<file path="config.mk">
export PLATFORM = sky130hd
export DESIGN_NAME = sixteen_bit_spi_target
export DESIGN_NICKNAME = d
export VERILOG_FILES = /design/src/sixteen_bit_spi_target.v
export VERILOG_INCLUDE_DIRS = /design/src
export SDC_FILE = /design/constraint.sdc
export NUM_CORES = 1
export LEC_CHECK = 0
export BUFFER_PORTS_ARGS = -buffer_cell sky130_fd_sc_hd__clkbuf_2
export CORE_ASPECT_RATIO = 1.5
export CORE_MARGIN = 2
export CORE_UTILIZATION = 35
export CTS_CLUSTER_SIZE = 24
export DETAILED_ROUTE_END_ITERATION = 8
export SYNTH_ARGS = -nofsm -noshare
export SYNTH_HDL_FRONTEND = slang
export SYNTH_SLANG_ARGS = --single-unit
</file>
<file path="constraint.sdc">
create_clock -name mclk -period 3.65 [get_ports mclk]
set_clock_uncertainty 0.1 [all_clocks]
set_input_delay 0.73 -clock mclk [delete_from_list [all_inputs] [get_ports mclk]]
set_output_delay 0.73 -clock mclk [all_outputs]
set_load 0.05 [all_outputs]
</file>
<file path="src/spi_target_consts.vh">
/*
 * constants of the sixteen-bit serial target port: frame size, field positions, fifo shape.
 * assumes inclusion by bare name from the design file.
 */
`ifndef SPI_TARGET_CONSTS_VH
`define SPI_TARGET_CONSTS_VH

// ==========================================================
// frame
`define WORD_BITS      16
`define CNT_BITS       5
`define CNT_FULL       5'h10
`define CNT_ZERO       5'h00
`define CNT_SAT        5'h1F
// ==========================================================
// word layout
`define ADDR_LSB       0
`define ADDR_MSB       6
`define RW_BIT         7
`define DATA_LSB       8
`define DATA_MSB       15
// ==========================================================
// fifo
`define FIFO_DEPTH     16
`define FIFO_AW        4

`endif

</file>
<file path="src/sixteen_bit_spi_target.v">
/*
 * sixteen-bit serial target port with a 16-word command fifo toward the device core.
 * assumes a controller-driven serial clock far slower than mclk (2 sync stages + edge detect).
 */
`timescale 1ns/10ps
`include "spi_target_consts.vh"

// ==========================================================
// command fifo
module cmd_fifo #(
   parameter WIDTH = 16,
   parameter DEPTH = 16,
   parameter AW    = 4
) (
   input  wire             mclk,
   input  wire             nrst,
   input  wire [WIDTH-1:0] in_data,
   input  wire             in_valid,
   output wire             in_ready,
   output reg  [WIDTH-1:0] out_data,
   output wire             out_valid,
   input  wire             out_ready
);
   reg [WIDTH-1:0] mem [0:DEPTH-1];
   reg [AW:0]      wr_ptr;
   reg [AW:0]      rd_ptr;
   wire            empty;
   wire            full;
   wire            do_wr;
   wire            do_rd;

   assign empty     = (wr_ptr == rd_ptr);
   assign full      = (wr_ptr[AW-1:0] == rd_ptr[AW-1:0]) && (wr_ptr[AW] != rd_ptr[AW]);
   assign in_ready  = ~full;
   assign out_valid = ~empty;
   assign do_wr     = in_valid & ~full;
   assign do_rd     = out_ready & ~empty;

   always @(posedge mclk) begin
      if (do_wr)
         mem[wr_ptr[AW-1:0]] <= in_data;
   end

   always @* begin
      out_data = mem[rd_ptr[AW-1:0]];
   end

   always @(posedge mclk or negedge nrst) begin
      if (!nrst) begin
         wr_ptr <= {(AW+1){1'b0}};
         rd_ptr <= {(AW+1){1'b0}};
      end else begin
         if (do_wr)
            wr_ptr <= wr_ptr + {{AW{1'b0}}, 1'b1};
         if (do_rd)
            rd_ptr <= rd_ptr + {{AW{1'b0}}, 1'b1};
      end
   end
endmodule

// ==========================================================
// serial target
// How it works
// - each frame moves one 16-bit word from controller into the receive register
// - response word is shifted out on the output line during the same frame
// - frames start on select low; clock and input ignored while select high
// - received word is decoded only when select rises
// - output driver released to high impedance when select rises
// - input line sampled and shifted in on each falling serial clock edge
// - next response bit placed on output after each rising serial clock edge
// - clock count other than 0 or 16 discards word and records frame error
// - bits 6..0 address, bit 7 access kind, bits 15..8 data byte
// - latched frame error drives output high before first rising edge of next frame
// - no received word is interpreted while in the recovery restart state
module sixteen_bit_spi_target (
   input  wire        mclk,
   input  wire        nrst,
   input  wire        sclk,
   input  wire        csn,
   input  wire        sdi,
   output reg         sdo_out,
   output reg         sdo_oe,
   input  wire        recovery_restart_state,
   input  wire [15:0] resp_word,
   output wire [6:0]  cmd_addr,
   output wire        cmd_rw,
   output wire [7:0]  cmd_data,
   output wire        cmd_valid,
   input  wire        cmd_ready,
   output wire        cmd_in_ready,
   output reg         frame_error
);
   reg  [1:0]             sclk_s;
   reg  [1:0]             csn_s;
   reg  [1:0]             sdi_s;
   reg                    sclk_d;
   reg                    csn_d;
   reg  [`WORD_BITS-1:0]  rx_sr;
   reg  [`WORD_BITS-1:0]  tx_sr;
   reg  [`CNT_BITS-1:0]   bit_cnt;
   reg                    err_pending;
   reg                    cmd_push;
   reg  [`WORD_BITS-1:0]  cmd_word;
   wire                   sclk_rise;
   wire                   sclk_fall;
   wire                   cs_fall;
   wire                   cs_rise;
   wire                   selected;
   wire                   cnt_bad;
   wire [`WORD_BITS-1:0]  fifo_out;

   // ==========================================================
   // synchronisers and edges
   always @(posedge mclk or negedge nrst) begin
      if (!nrst) begin
         sclk_s <= 2'h0;
         csn_s  <= 2'h3;
         sdi_s  <= 2'h0;
         sclk_d <= 1'b0;
         csn_d  <= 1'b1;
      end else begin
         sclk_s <= {sclk_s[0], sclk};
         csn_s  <= {csn_s[0], csn};
         sdi_s  <= {sdi_s[0], sdi};
         sclk_d <= sclk_s[1];
         csn_d  <= csn_s[1];
      end
   end

   assign selected  = ~csn_s[1] & ~csn_d;
   assign sclk_rise = selected & sclk_s[1] & ~sclk_d;
   assign sclk_fall = selected & ~sclk_s[1] & sclk_d;
   assign cs_fall   = ~csn_s[1] & csn_d;
   assign cs_rise   = csn_s[1] & ~csn_d;
   assign cnt_bad   = (bit_cnt != `CNT_ZERO) && (bit_cnt != `CNT_FULL);

   // ==========================================================
   // shift, count, frame end
   always @(posedge mclk or negedge nrst) begin
      if (!nrst) begin
         rx_sr       <= {`WORD_BITS{1'b0}};
         tx_sr       <= {`WORD_BITS{1'b0}};
         bit_cnt     <= `CNT_ZERO;
         sdo_out     <= 1'b0;
         sdo_oe      <= 1'b0;
         err_pending <= 1'b0;
         frame_error <= 1'b0;
         cmd_push    <= 1'b0;
         cmd_word    <= {`WORD_BITS{1'b0}};
      end else begin
         cmd_push    <= 1'b0;
         frame_error <= 1'b0;
         if (cs_fall) begin
            bit_cnt <= `CNT_ZERO;
            sdo_oe  <= 1'b1;
            if (err_pending) begin
               sdo_out <= 1'b1;
               tx_sr   <= {resp_word[`WORD_BITS-2:0], 1'b1};
            end else begin
               sdo_out <= resp_word[`WORD_BITS-1];
               tx_sr   <= {resp_word[`WORD_BITS-2:0], 1'b0};
            end
            err_pending <= 1'b0;
         end else if (cs_rise) begin
            sdo_oe <= 1'b0;
            if (cnt_bad) begin
               err_pending <= 1'b1;
               frame_error <= 1'b1;
            end else if (bit_cnt == `CNT_FULL && !recovery_restart_state) begin
               cmd_push <= 1'b1;
               cmd_word <= rx_sr;
            end
         end else begin
            if (sclk_fall) begin
               rx_sr <= {rx_sr[`WORD_BITS-2:0], sdi_s[1]};
               if (bit_cnt != `CNT_SAT)
                  bit_cnt <= bit_cnt + 5'h01;
            end
            if (sclk_rise) begin
               sdo_out <= tx_sr[`WORD_BITS-1];
               tx_sr   <= {tx_sr[`WORD_BITS-2:0], 1'b0};
            end
         end
      end
   end

   // ==========================================================
   // command queue and fields
   cmd_fifo #(
      .WIDTH (`WORD_BITS),
      .DEPTH (`FIFO_DEPTH),
      .AW    (`FIFO_AW)
   ) u_fifo (
      .mclk      (mclk),
      .nrst      (nrst),
      .in_data   (cmd_word),
      .in_valid  (cmd_push),
      .in_ready  (cmd_in_ready),
      .out_data  (fifo_out),
      .out_valid (cmd_valid),
      .out_ready (cmd_ready)
   );

   assign cmd_addr = fifo_out[`ADDR_MSB:`ADDR_LSB];
   assign cmd_rw   = fifo_out[`RW_BIT];
   assign cmd_data = fifo_out[`DATA_MSB:`DATA_LSB];
endmodule

</file>
Word-level counts from Yosys, hierarchy flattened
Memory sizes are Yosys's and may differ from the RTL's. Cells that the tools add are included.

Flip-flop bits (word level): 76. Memory bits (writable): 256. Input bits: 23. Output and inout port bits: 21. Logic and storage cells: 86. Memories kept: 1.

Memories: u_fifo.mem (words 16, bits a word 16, read ports 1, clocked after Yosys merged registers in 0, write ports 1, RTL line sixteen_bit_spi_target.v:24) `reg [WIDTH-1:0] mem [0:DEPTH-1];`.

$add $sub $neg: 3. Equal/unequal tests: 7. Mux-type cells: 26. Bitwise logic cells: 18. Reduce and logical (&&, ||, !) cells: 15.

Operator list (count): two-way mux 16 bit (3); two-way mux 5 bit (4); two-way mux 1 bit (19); adder 5 x 1 -> 5 bit, second input constant (3); != test 5 bit, second input constant (2); nonzero test 2 bit (5); bitwise AND 1 bit (9); NOT 1 bit (9); AND reduction 3 bit (2); equality test 5 bit (1); equality test 5 bit, second input constant (1); nonzero test 5 bit (1); equality test 4 bit (1); AND reduction 2 bit (2); AND reduction 4 bit (1); logical AND 1 bit (3); != test 2 bit, second input constant (1); logical NOT 1 bit (1); != test 1 bit (1).

Longest topological paths before layout
Gate-level depths: netlist of run 1.

Depth in word-level cells: 7. Gate-level depth with buffers: 9. Gate-level depth less buffers: 7.

Cells and area by module
A second synthesis of run 1 with hierarchy kept.

Cell total of the unflattened synthesis: 699. Area total of the unflattened synthesis: 13300.3 µm².

Modules (own cells, without submodules): cmd_fifo (times used 1, cells an instance 507, area each 10482.6 µm², sequential area each 7937.6 µm²); sixteen_bit_spi_target (times used 1, cells an instance 192, area each 2817.7 µm², sequential area each 1655.3 µm²).

Worst setup path before layout of run 1
Ideal clock, no wire load.

Kind: register to output. Start point: reg u_fifo.rd_ptr[0]. End point: out cmd_addr[6]. Arrival time: 2.404 ns. Data required time: 2.820 ns. Path slack: 0.416 ns. Stages on the path, launching flop included: 8. Buffers on the path: 3. Cells stage by stage: dfrtp_1 > buf_2 > and2_1 > clkbuf_1 > clkbuf_1 > a22oi_1 > mux2i_1 > o21ai_0.

Word-level cells in the longest chain between the ends: 1.

RTL lines: start, declared (RTL line sixteen_bit_spi_target.v:26) `reg [AW:0] rd_ptr;`; start signal, assigned (RTL line sixteen_bit_spi_target.v:51) `rd_ptr <= {(AW+1){1'b0}};`; start signal, assigned (RTL line sixteen_bit_spi_target.v:56) `rd_ptr <= rd_ptr + {{AW{1'b0}}, 1'b1};`; memory (16 x 16 bit); end, declared (RTL line sixteen_bit_spi_target.v:85) `output wire [6:0] cmd_addr,`.

Every way passes these cells.

Worst setup path after layout of run 1
Start point: reg u_fifo.rd_ptr[0]. End point: out cmd_data[0].

Word-level cells in the longest chain between the ends: 1.

RTL lines: memory (16 x 16 bit); end, declared (RTL line sixteen_bit_spi_target.v:87) `output wire [7:0] cmd_data,`.

Every way passes these cells.

==> results.txt, run 1 <==
Lkg Pwr = 5.10 nW
Critical R2R Launch = u_fifo.rd_ptr[1]$_DFFE_PN0P_
Drt first pass iters = 4
Vias per Instance = 5.06
Final Core Density = 41.2%
Fillers = 3259
Starting Density = 35.6%
Setup tns final = 0 ns
Fraction of registers with async set/reset = 22.9%
Fin crit period = 3.48 ns
Worst-path clk slew = 0.07 ns
Seq cells post-synth = 332
Boundary pin count = 44
Initial antenna violation count = 1
Hold Path Class = in2reg
Gp weighted congestion = 0.725
Maxcap violations = 0
CP max FO = 16
DRT Wirelength = 26800 um
Synth Cell Area = 13100 um^2
Max Fclk = 287 MHz
Most common cell after layout, fill and taps aside = edfxtp_1
Num CTS Buffers = 29
Worst setup path endpoint = cmd_data[0]
Critical Path Source Type = flip-flop
Worst Reg-to-Reg Cells = 7
DRC = 0
Die Area = 39200 um^2
# H-tree levels = 1
Die span in y = 241 um
Layout cell share with drive strength beyond 1 = 30.2%
Synthesis-to-finish area growth = 15.8%
Clock root buffer = clkbuf_16
Count of final setup violators = 0
Fin worst setup slack = 0.168 ns
CP Capture Type = output pin
CTS tree = yes
Fin nets = 825
Syn nets = 746
Final Hold Vio Count = 0
Pwr Total = 0.00811 W
Post-Place Worst Slack = 0.522 ns
RSZ-0062 raised after global routing = false
Prevailing post-synth register cell = edfxtp_1
Pin count of the biggest net entering global routing = 77
Critical path buffers and inverters = 2
Worst Path Required = 2.82 ns
R2R Setup Slk = 0.74 ns
CTS Sinks = 332
Rel. slew slack = 35.3%
CP max stage cell = dfrtp_4
Worst-Skew Late Latency = 0.56 ns
Multi-input logic area = 3370 um^2
Fin. max-slew vios = 0
# rows = 86
Crit path max-delay family = compound AO/OA/AOI/OAI gates
Worst Path Arrival = 2.65 ns
Gr usage total = 13.8%
Register area = 9600 um^2
Period utilisation layout = 95.4%
Peak VDD IR = 0.000392 V
Detailed-route wire length per cell = 20.7 um
R2R Path End = u_fifo.mem[6][8]$_DFFE_PP_
GRT overflow = 0
DP Wirelength = 16400 um
Critical-path cell list = and2_1 > buf_4 > a22oi_1 > mux2i_1 > o21ai_0 > clkbuf_2
Post-detailed-route count of antenna-violating nets = 0
Die W = 162 um
CTS Hold Bufs = 0
Post-Synthesis Cells = 712
Status = complete, no violations
Post-synth EDFFs = 256
Crit path depth = 6
Average size of a mapped cell = 18.5 um^2
Vias = 6574
Ant diodes = 0
Synthesis Warnings = 0
Clock Path Buffers = 3
Setup CP Type = reg2out
Vias in the first global route = 6906
Core area = 36900 um^2
Dpl cell area = 14100 um^2
Commonest non-fill, non-tap cells in the layout = edfxtp_1 (256), dfrtp_1 (70), mux2i_1 (66)
Crit path launch = u_fifo.rd_ptr[0]$_DFFE_PN0P_
Synth cell types = 44
Worst stage delay on the critical path = 0.54 ns
Worst Tran Pin Value = 0.971 ns
Port bufs = 43
Initial DRC Count = 556
First-pass GRT wire length = 40900 um
Sequential share of the synthesized area = 73.0%
Power per cell area = 533 nW/um^2
Final Cell Area = 15200 um^2
[cell families after synthesis]
group / synth area share, %
adder cells (fa/ha/maj): 1.05
AO/OA/AOI/OAI: 4.18
multiplexers: 16.6
flip-flops: 73.0
XOR/XNOR: 0.800
AND/OR/NAND/NOR: 2.61
buffers and inverters: 1.79
[worst reg2reg max path, cell delays in order (launching register included)]
cell and delay [ns]:
dfrtp_4 0.55, buf_4 0.18, buf_16 0.16, xnor2_1 0.13, nand4_1 0.18, o211ai_1 0.25, nor2_2 0.73, buf_4 0.34
[through the flow]
stage	std cells	hold slack, ns
after floorplan	712	0.231
after global placement	1234	0.233
after detailed placement	1234	0.236
after CTS	1289	0.149
after global routing	1298	0.147
final	1298	0.171
[registers in the layout, summed over array words and instances, names as in the netlist, 2 cells and up]
signal         flops
sclk_s             2
sdi_s              2
rx_sr             16
tx_sr             16
u_fifo.wr_ptr      5
cmd_word          16
bit_cnt            5
u_fifo.mem       256
csn_s              2
u_fifo.rd_ptr      5
[per-layer routing]
metal / wire length [um] / GRT usage (%) / share of wire (%) / up-vias
met1: 10500 / 16.1 / 39 / 3404
met5: 12 / 0 / 0.045 / -
met3: 1270 / 2.38 / 4.7 / 42
li1: - / - / - / 2967
met2: 14300 / 25.7 / 53 / 159
met4: 745 / 4.45 / 2.8 / 2
[area by class of cell]
cell class / instances / share of cell area (%)
well taps: 484 / 3.98
inverters: 11 / 0.271
flip-flops and latches: 332 / 63.1
repair buffers: 87 / 3.90
clock buffers: 36 / 5.14
clock inverters: 18 / 1.49
multi-input cells: 330 / 22.1
[worst min-delay path by stage]
stage	startpoint	to	slack [ns]	depth (start not counted)
after global routing	csn	csn_s[0]$_DFF_PN1_	0.15	1
after CTS	csn	csn_s[0]$_DFF_PN1_	0.15	1
after detailed placement	sclk_s[0]$_DFF_PN0_	sclk_s[1]$_DFF_PN0_	0.24	0
after global placement	sclk_s[0]$_DFF_PN0_	sclk_s[1]$_DFF_PN0_	0.23	0
after floorplan	sclk_s[0]$_DFF_PN0_	sclk_s[1]$_DFF_PN0_	0.23	0
final	csn	csn_s[0]$_DFF_PN1_	0.17	1
[power breakdown]
group,internal [W],switching (W)
combinational,0.000282,0.000437
sequential,0.00411,0.0000672
clock,0.00188,0.00134
[synthesized netlist by cell type (2+ instances only)]
cell type	instances	area, um^2
nand2_1	17	63.8
clkbuf_1	18	67.6
xnor2_1	11	96.3
mux2_4	9	135
nor2_1	32	120
buf_1	2	7.51
buf_2	15	75.1
o21ai_0	23	115
nor3_1	4	20.0
mux2i_1	66	661
nand4_1	4	25.0
inv_1	10	37.5
dfstp_2	3	78.8
dfrtp_1	73	1830
edfxtp_1	256	7690
nand2b_1	4	25.0
mux4_2	48	1080
ha_1	11	138
o211ai_1	5	37.5
nor2b_1	2	12.5
a21oi_1	20	100
a22oi_1	16	120
a32oi_1	16	140
mux2_2	27	304
[timing repair]
item,4_1_cts,5_1_grt
setup endpoints to repair,2,1
setup buffers,1,9
resized for setup,0,0
hold endpoints to repair,0,0
Note: power is estimated with default switching activity, not from simulation.
==> inputs of run 2 (changes only) <==
- SYNTH_HIERARCHICAL: default -> 1
- TNS_END_PERCENT: default -> 50
==> run 2 against run 1 <==
Net effect:
- clock-buffer cell count grew 11
- first-iteration DRC count shrank 54%
- clock power shrank 3%
- sequential power grew 6.0%
- wire length grew 0.67%
- via count shrank 0.46%
==> results.txt, run 2 <==
Status = complete, no violations
CTS Sinks = 332
Worst-path clk slew = 0.06 ns
Top post-synthesis cells by area = edfxtp_1 (58%), dfrtp_1 (14%), mux4_2 (8.1%), mux2_2 (4.6%), mux2i_1 (3.8%)
Sequential share of the synthesized area = 72.1%
Boundary pin count = 44
CTS tree = yes
Clock Path Buffers = 3
Final Hold Vio Count = 0
Most common cell after layout, fill and taps aside = edfxtp_1
Power per cell area = 640 nW/um^2
Clock root buffer = clkbuf_16
Peak VDD IR = 0.000380 V
Pin count of the biggest net entering global routing = 52
Syn nets = 733
Core area = 37600 um^2
Port bufs = 43
Vias = 6544
Synth Cell Area = 13300 um^2
Post-Synthesis Cells = 699
Placed Cells = 1230
Most frequent cells after synthesis = edfxtp_1 (256), dfrtp_1 (73), mux2_2 (54)
Final Core Density = 40.7%
Max FFs per register = 256
Prevailing post-synth register cell = edfxtp_1
Hold Path Class = in2async
Fraction of registers with async set/reset = 22.9%
Cell with the most instances after synthesis = edfxtp_1
Num CTS Buffers = 34
RSZ-0062 raised after global routing = false
Top cell type's share of synthesized area = 57.8%
Worst-Skew Late Latency = 0.51 ns
Fin crit period = 3.50 ns
Gp weighted congestion = 0.751
# rows = 87
Layout cell share with drive strength beyond 1 = 32.8%
# H-tree levels = 2
Die W = 163 um
Hold_ws = 0.156 ns
Count of final setup violators = 0
GRT overflow = 0
Setup tns final = 0 ns
Lkg Pwr = 5.48 nW
Synthesis Warnings = 6
Starting Density = 35.4%
Detailed-route wire length per cell = 20.9 um
Drt first pass iters = 4
CP Capture Type = output pin
First-pass GRT wire length = 41300 um
Fin nets = 812
Initial antenna violation count = 0
CP max FO = 17
Fillers = 3365
Period utilisation layout = 96.0%
Die span in y = 243 um
Pwr Total = 0.00977 W
Fin. max-slew vios = 0
Die Area = 39600 um^2
Maxcap violations = 0
Worst Tran Pin Value = 1.01 ns
Setup CP Type = reg2out
Seq cells post-synth = 332
Gr usage total = 14.0%
Fin cells = 1293
DRT Wirelength = 27000 um
Post-synth EDFFs = 256
Initial DRC Count = 256
DRC = 0
Synthesis-to-finish area growth = 14.8%
Worst Path Arrival = 2.67 ns
DP Wirelength = 16300 um
Vias in the first global route = 7093
Rel. slew slack = 31.5%
Critical Path Source Type = flip-flop
Ant diodes = 0
Average size of a mapped cell = 19.0 um^2
Post-detailed-route count of antenna-violating nets = 0
Commonest non-fill, non-tap cells in the layout = edfxtp_1 (256), dfrtp_1 (70), mux2_2 (54)
Worst Path Required = 2.82 ns
Yosys top cell by area = edfxtp_1
Vias per Instance = 5.06
Max Fclk = 285 MHz
Synth cell types = 43
[run 2: cell count changes after synthesis, sizes merged, moves of 2 or more]
| cell | delta |
|---|---|
| nand3 | +3 |
| buf | +4 |
| nand2 | -6 |
| o211ai | +2 |
| nor2b | +3 |
| inv | +2 |
| clkbuf | -6 |
| mux2i | -15 |
| a211o | +2 |
| nor3 | +3 |
| nor2 | -21 |
| mux2 | +28 |
| a21oi | -14 |
[run 2: path summary, 6_finish.rpt]
check / startpoint / end / slack (ns) / cells after the start
min reg2reg: sclk_s[0]$_DFF_PN0_ / sclk_s[1]$_DFF_PN0_ / 0.25 / 0
min: nrst / sdi_s[0]$_DFF_PN0_ / 0.16 / 1
max in group asynchronous: nrst / frame_error$_DFF_PN0_ / 2.54 / 2
max: u_fifo/rd_ptr[0]$_DFFE_PN0P_ / cmd_data[7] / 0.15 / 7
max reg2reg: u_fifo/rd_ptr[1]$_DFFE_PN0P_ / u_fifo/mem[13][10]$_DFFE_PP_ / 0.67 / 6
min in group mclk: csn / csn_s[0]$_DFF_PN1_ / 0.21 / 1
[run 2: per-stage QoR]
stage | cell area [um^2] | worst slack (ns)
2_1_floorplan | 13300 | 0.559
3_3_place_gp | 14200 | 0.577
3_5_place_dp | 14200 | 0.567
4_1_cts | 15200 | 0.0154
5_1_grt | 15300 | 0.0419
6_report | 15300 | 0.147
[run 2: power by group]
part | internal (W) | switching (W) | leakage, nW | total [W]
registers | 0.00418 | 0.000252 | 3.33 | 0.00443
logic | 0.000914 | 0.00130 | 1.67 | 0.00222
clock network | 0.00175 | 0.00138 | 0.484 | 0.00313
[run 2: area by class of cell]
class / count / area [um^2] / share of cell area, %
timing repair buffer: 80 / 544 / 3.56
multi-input combinational: 317 / 3470 / 22.7
clock buffer: 47 / 900 / 5.89
sequential: 332 / 9600 / 62.9
tap: 489 / 612 / 4.01
clock inverter: 15 / 93.8 / 0.615
inverter: 13 / 48.8 / 0.320
[run 2: cell families (layout without fill, tap and decap cells)]
group	Yosys count	after routing	synth area share, %
AOI/OAI and AO/OA	74	74	3.86
buffers and inverters	50	155	2.19
adders and majority gates	11	11	1.03
muxes	163	163	17.7
and+or+nand+nor	58	58	2.40
DFF	332	332	72.1
xor gates and xnor gates	11	11	0.724
[run 2: critical path: stages, from the launching register on]
cell and delay (ns):
dfrtp_4 0.65, and2_1 0.37, buf_4 0.30, a22oi_1 0.12
a32oi_1 0.20, o21ai_0 0.11, buf_4 0.19, clkbuf_2 0.23
[run 2: what timing repair did]
item,CTS,global route
gates resized for setup,0,1
endpoints found under the setup margin,0,7
buffers inserted,0,1
hold buffers,0,0
[run 2: layer usage]
layer  global-route usage (%)  wire length [um]  vias to the layer above
li1                         -                 -                     2963
met1                     15.9             10400                     3406
met2                     26.1             14900                      137
met3                     2.44              1070                       38
met4                     4.69               656                        0
met5                        0                 0                        -
==> inputs of run 3 (changes only) <==
- CORE_UTILIZATION: 35 -> 43
==> run 3 against run 2 <==
Net effect:
- sequential share of layout area grew 0.080 points
- register-to-register slack gained 0.22 ns
- clock-buffer cell count shrank 7
- highest routed layer is now met5
- largest power group unchanged
- maximum frequency shrank 0.44%
- cell count shrank 7.7%
- sequential power shrank 2%
- largest cell class unchanged
==> results.txt, run 3 (same netlist as run 2, synthesis figures left out) <==
Starting Density = 43.8%
Clock share of power = 34.1%
Setup tns final = 0 ns
Fillers = 2392
Hold Path Class = in2reg
Combinational fraction of design power = 23.2%
Status = complete, no violations
Port bufs = 43
Layout cell share with drive strength beyond 1 = 32.2%
CTS Hold Bufs = 0
RSZ-0062 raised after global routing = false
Initial DRC Count = 525
# H-tree levels = 1
Power per cell area = 669 nW/um^2
# rows = 78
Fin. max-slew vios = 0
Final Hold Vio Count = 0
Worst-Skew Late Latency = 0.55 ns
First-pass GRT wire length = 43400 um
Core area = 30400 um^2
Worst Path Required = 2.82 ns
Maxcap violations = 0
Count of final setup violators = 0
Synthesis-to-finish area growth = 14.7%
Critical Path Source Type = flip-flop
R2R Setup Slk = 0.89 ns
Ant diodes = 0
Fin crit period = 3.52 ns
DP Wirelength = 16400 um
CP max FO = 23
Worst Tran Pin Value = 1.01 ns
Most common cell after layout, fill and taps aside = edfxtp_1
Multi-input logic area = 3440 um^2
CTS tree = yes
CP Capture Type = output pin
Commonest non-fill, non-tap cells in the layout = edfxtp_1 (256), dfrtp_1 (71), mux2_2 (54)
Vias in the first global route = 7187
Gr usage total = 18.0%
Die W = 148 um
Vias = 6675
Clock Path Buffers = 3
Num CTS Buffers = 30
Peak VDD IR = 0.000452 V
CTS Sinks = 332
Detailed-route wire length per cell = 24.1 um
Rel. slew slack = 31.8%
Total internal power = 0.00724 W
Critical path buffers and inverters = 2
Sw Share = 29.1%
Die Area = 32400 um^2
Worst-path clk slew = 0.06 ns
Die span in y = 219 um
Drt first pass iters = 4
Clock root buffer = clkbuf_16
Dpl cell area = 14100 um^2
Gp weighted congestion = 0.782
Post-detailed-route count of antenna-violating nets = 0
Fin nets = 804
Pin count of the biggest net entering global routing = 77
Reg power frac = 42.7%
DRT Wirelength = 28800 um
Critical-path cell list = buf_4 > mux4_2 > a32oi_1 > o21ai_1 > clkbuf_2
Worst Path Arrival = 2.69 ns
Max FFs per register = 256
GRT overflow = 0
Boundary pin count = 44
CP max stage cell = dfrtp_4
Lkg Pwr = 5.54 nW
Period utilisation layout = 96.4%
Vias per Instance = 5.59
DRC = 0
Setup CP Type = reg2out
Initial antenna violation count = 1
Final Cell Area = 15200 um^2
Max Fclk = 284 MHz
Register area = 9600 um^2
Switch Pwr = 0.00297 W
Final Core Density = 50.2%
Crit path max-delay family = flip-flops
Worst stage delay on the critical path = 0.73 ns
==> run 3: layout make-up <==
type / instances / share of cell area [%]
Clock buffer: 40 / 5.57
Clock inverter: 16 / 1.73
Inverter: 13 / 0.320
Multi-Input combinational cell: 317 / 22.6
Sequential cell: 332 / 63.0
Tap cell: 400 / 3.28
Timing Repair Buffer: 76 / 3.56
==> run 3: worst paths after layout <==
check | start | to | cells after the start
min | csn | csn_s[0]$_DFF_PN1_ | 1
max in group asynchronous | nrst | u_fifo/rd_ptr[0]$_DFFE_PN0P_ | 1
max | u_fifo/rd_ptr[1]$_DFFE_PN0P_ | cmd_data[1] | 5
min in group asynchronous | nrst | sdi_s[0]$_DFF_PN0_ | 1
max reg2reg | u_fifo/rd_ptr[1]$_DFFE_PN0P_ | u_fifo/mem[9][6]$_DFFE_PP_ | 6
min reg2reg | sclk_s[0]$_DFF_PN0_ | sclk_s[1]$_DFF_PN0_ | 0
==> run 3: layer usage <==
metal,part of all wire (%),track usage (%)
met1,40,22.0
met2,54,33.5
met3,3.9,2.31
met4,2.0,4.84
met5,0.042,0
==> run 3: through the flow <==
stage	total power (W)	worst slack [ns]	instances	hold slack [ns]
finish	0.0102	0.132	1194	0.159
global route	0.0106	0.0457	1194	0.140
CTS	0.0103	0.0298	1193	0.134
detailed placement	0.00674	0.523	1136	0.235
global placement	0.00668	0.562	1136	0.234
floorplan	0.00612	0.559	699	0.231
==> run 3: repair_timing <==
| item | in CTS | in global routing |
|---|---|---|
| setup endpoints to repair | 6 | 2 |
| cloned | 0 | 1 |
| resized for setup | 0 | 3 |
| buffers inserted | 1 | 0 |
==> run 3: power by group through the flow <==
stage / Combinational [W] / Sequential, W / Clock (W)
floorplan: 0.00179 / 0.00433 / 0
global placement: 0.00222 / 0.00446 / 0
detailed placement: 0.00226 / 0.00447 / 0
CTS: 0.00235 / 0.00435 / 0.00356
global route: 0.00252 / 0.00438 / 0.00370
finish: 0.00237 / 0.00436 / 0.00348
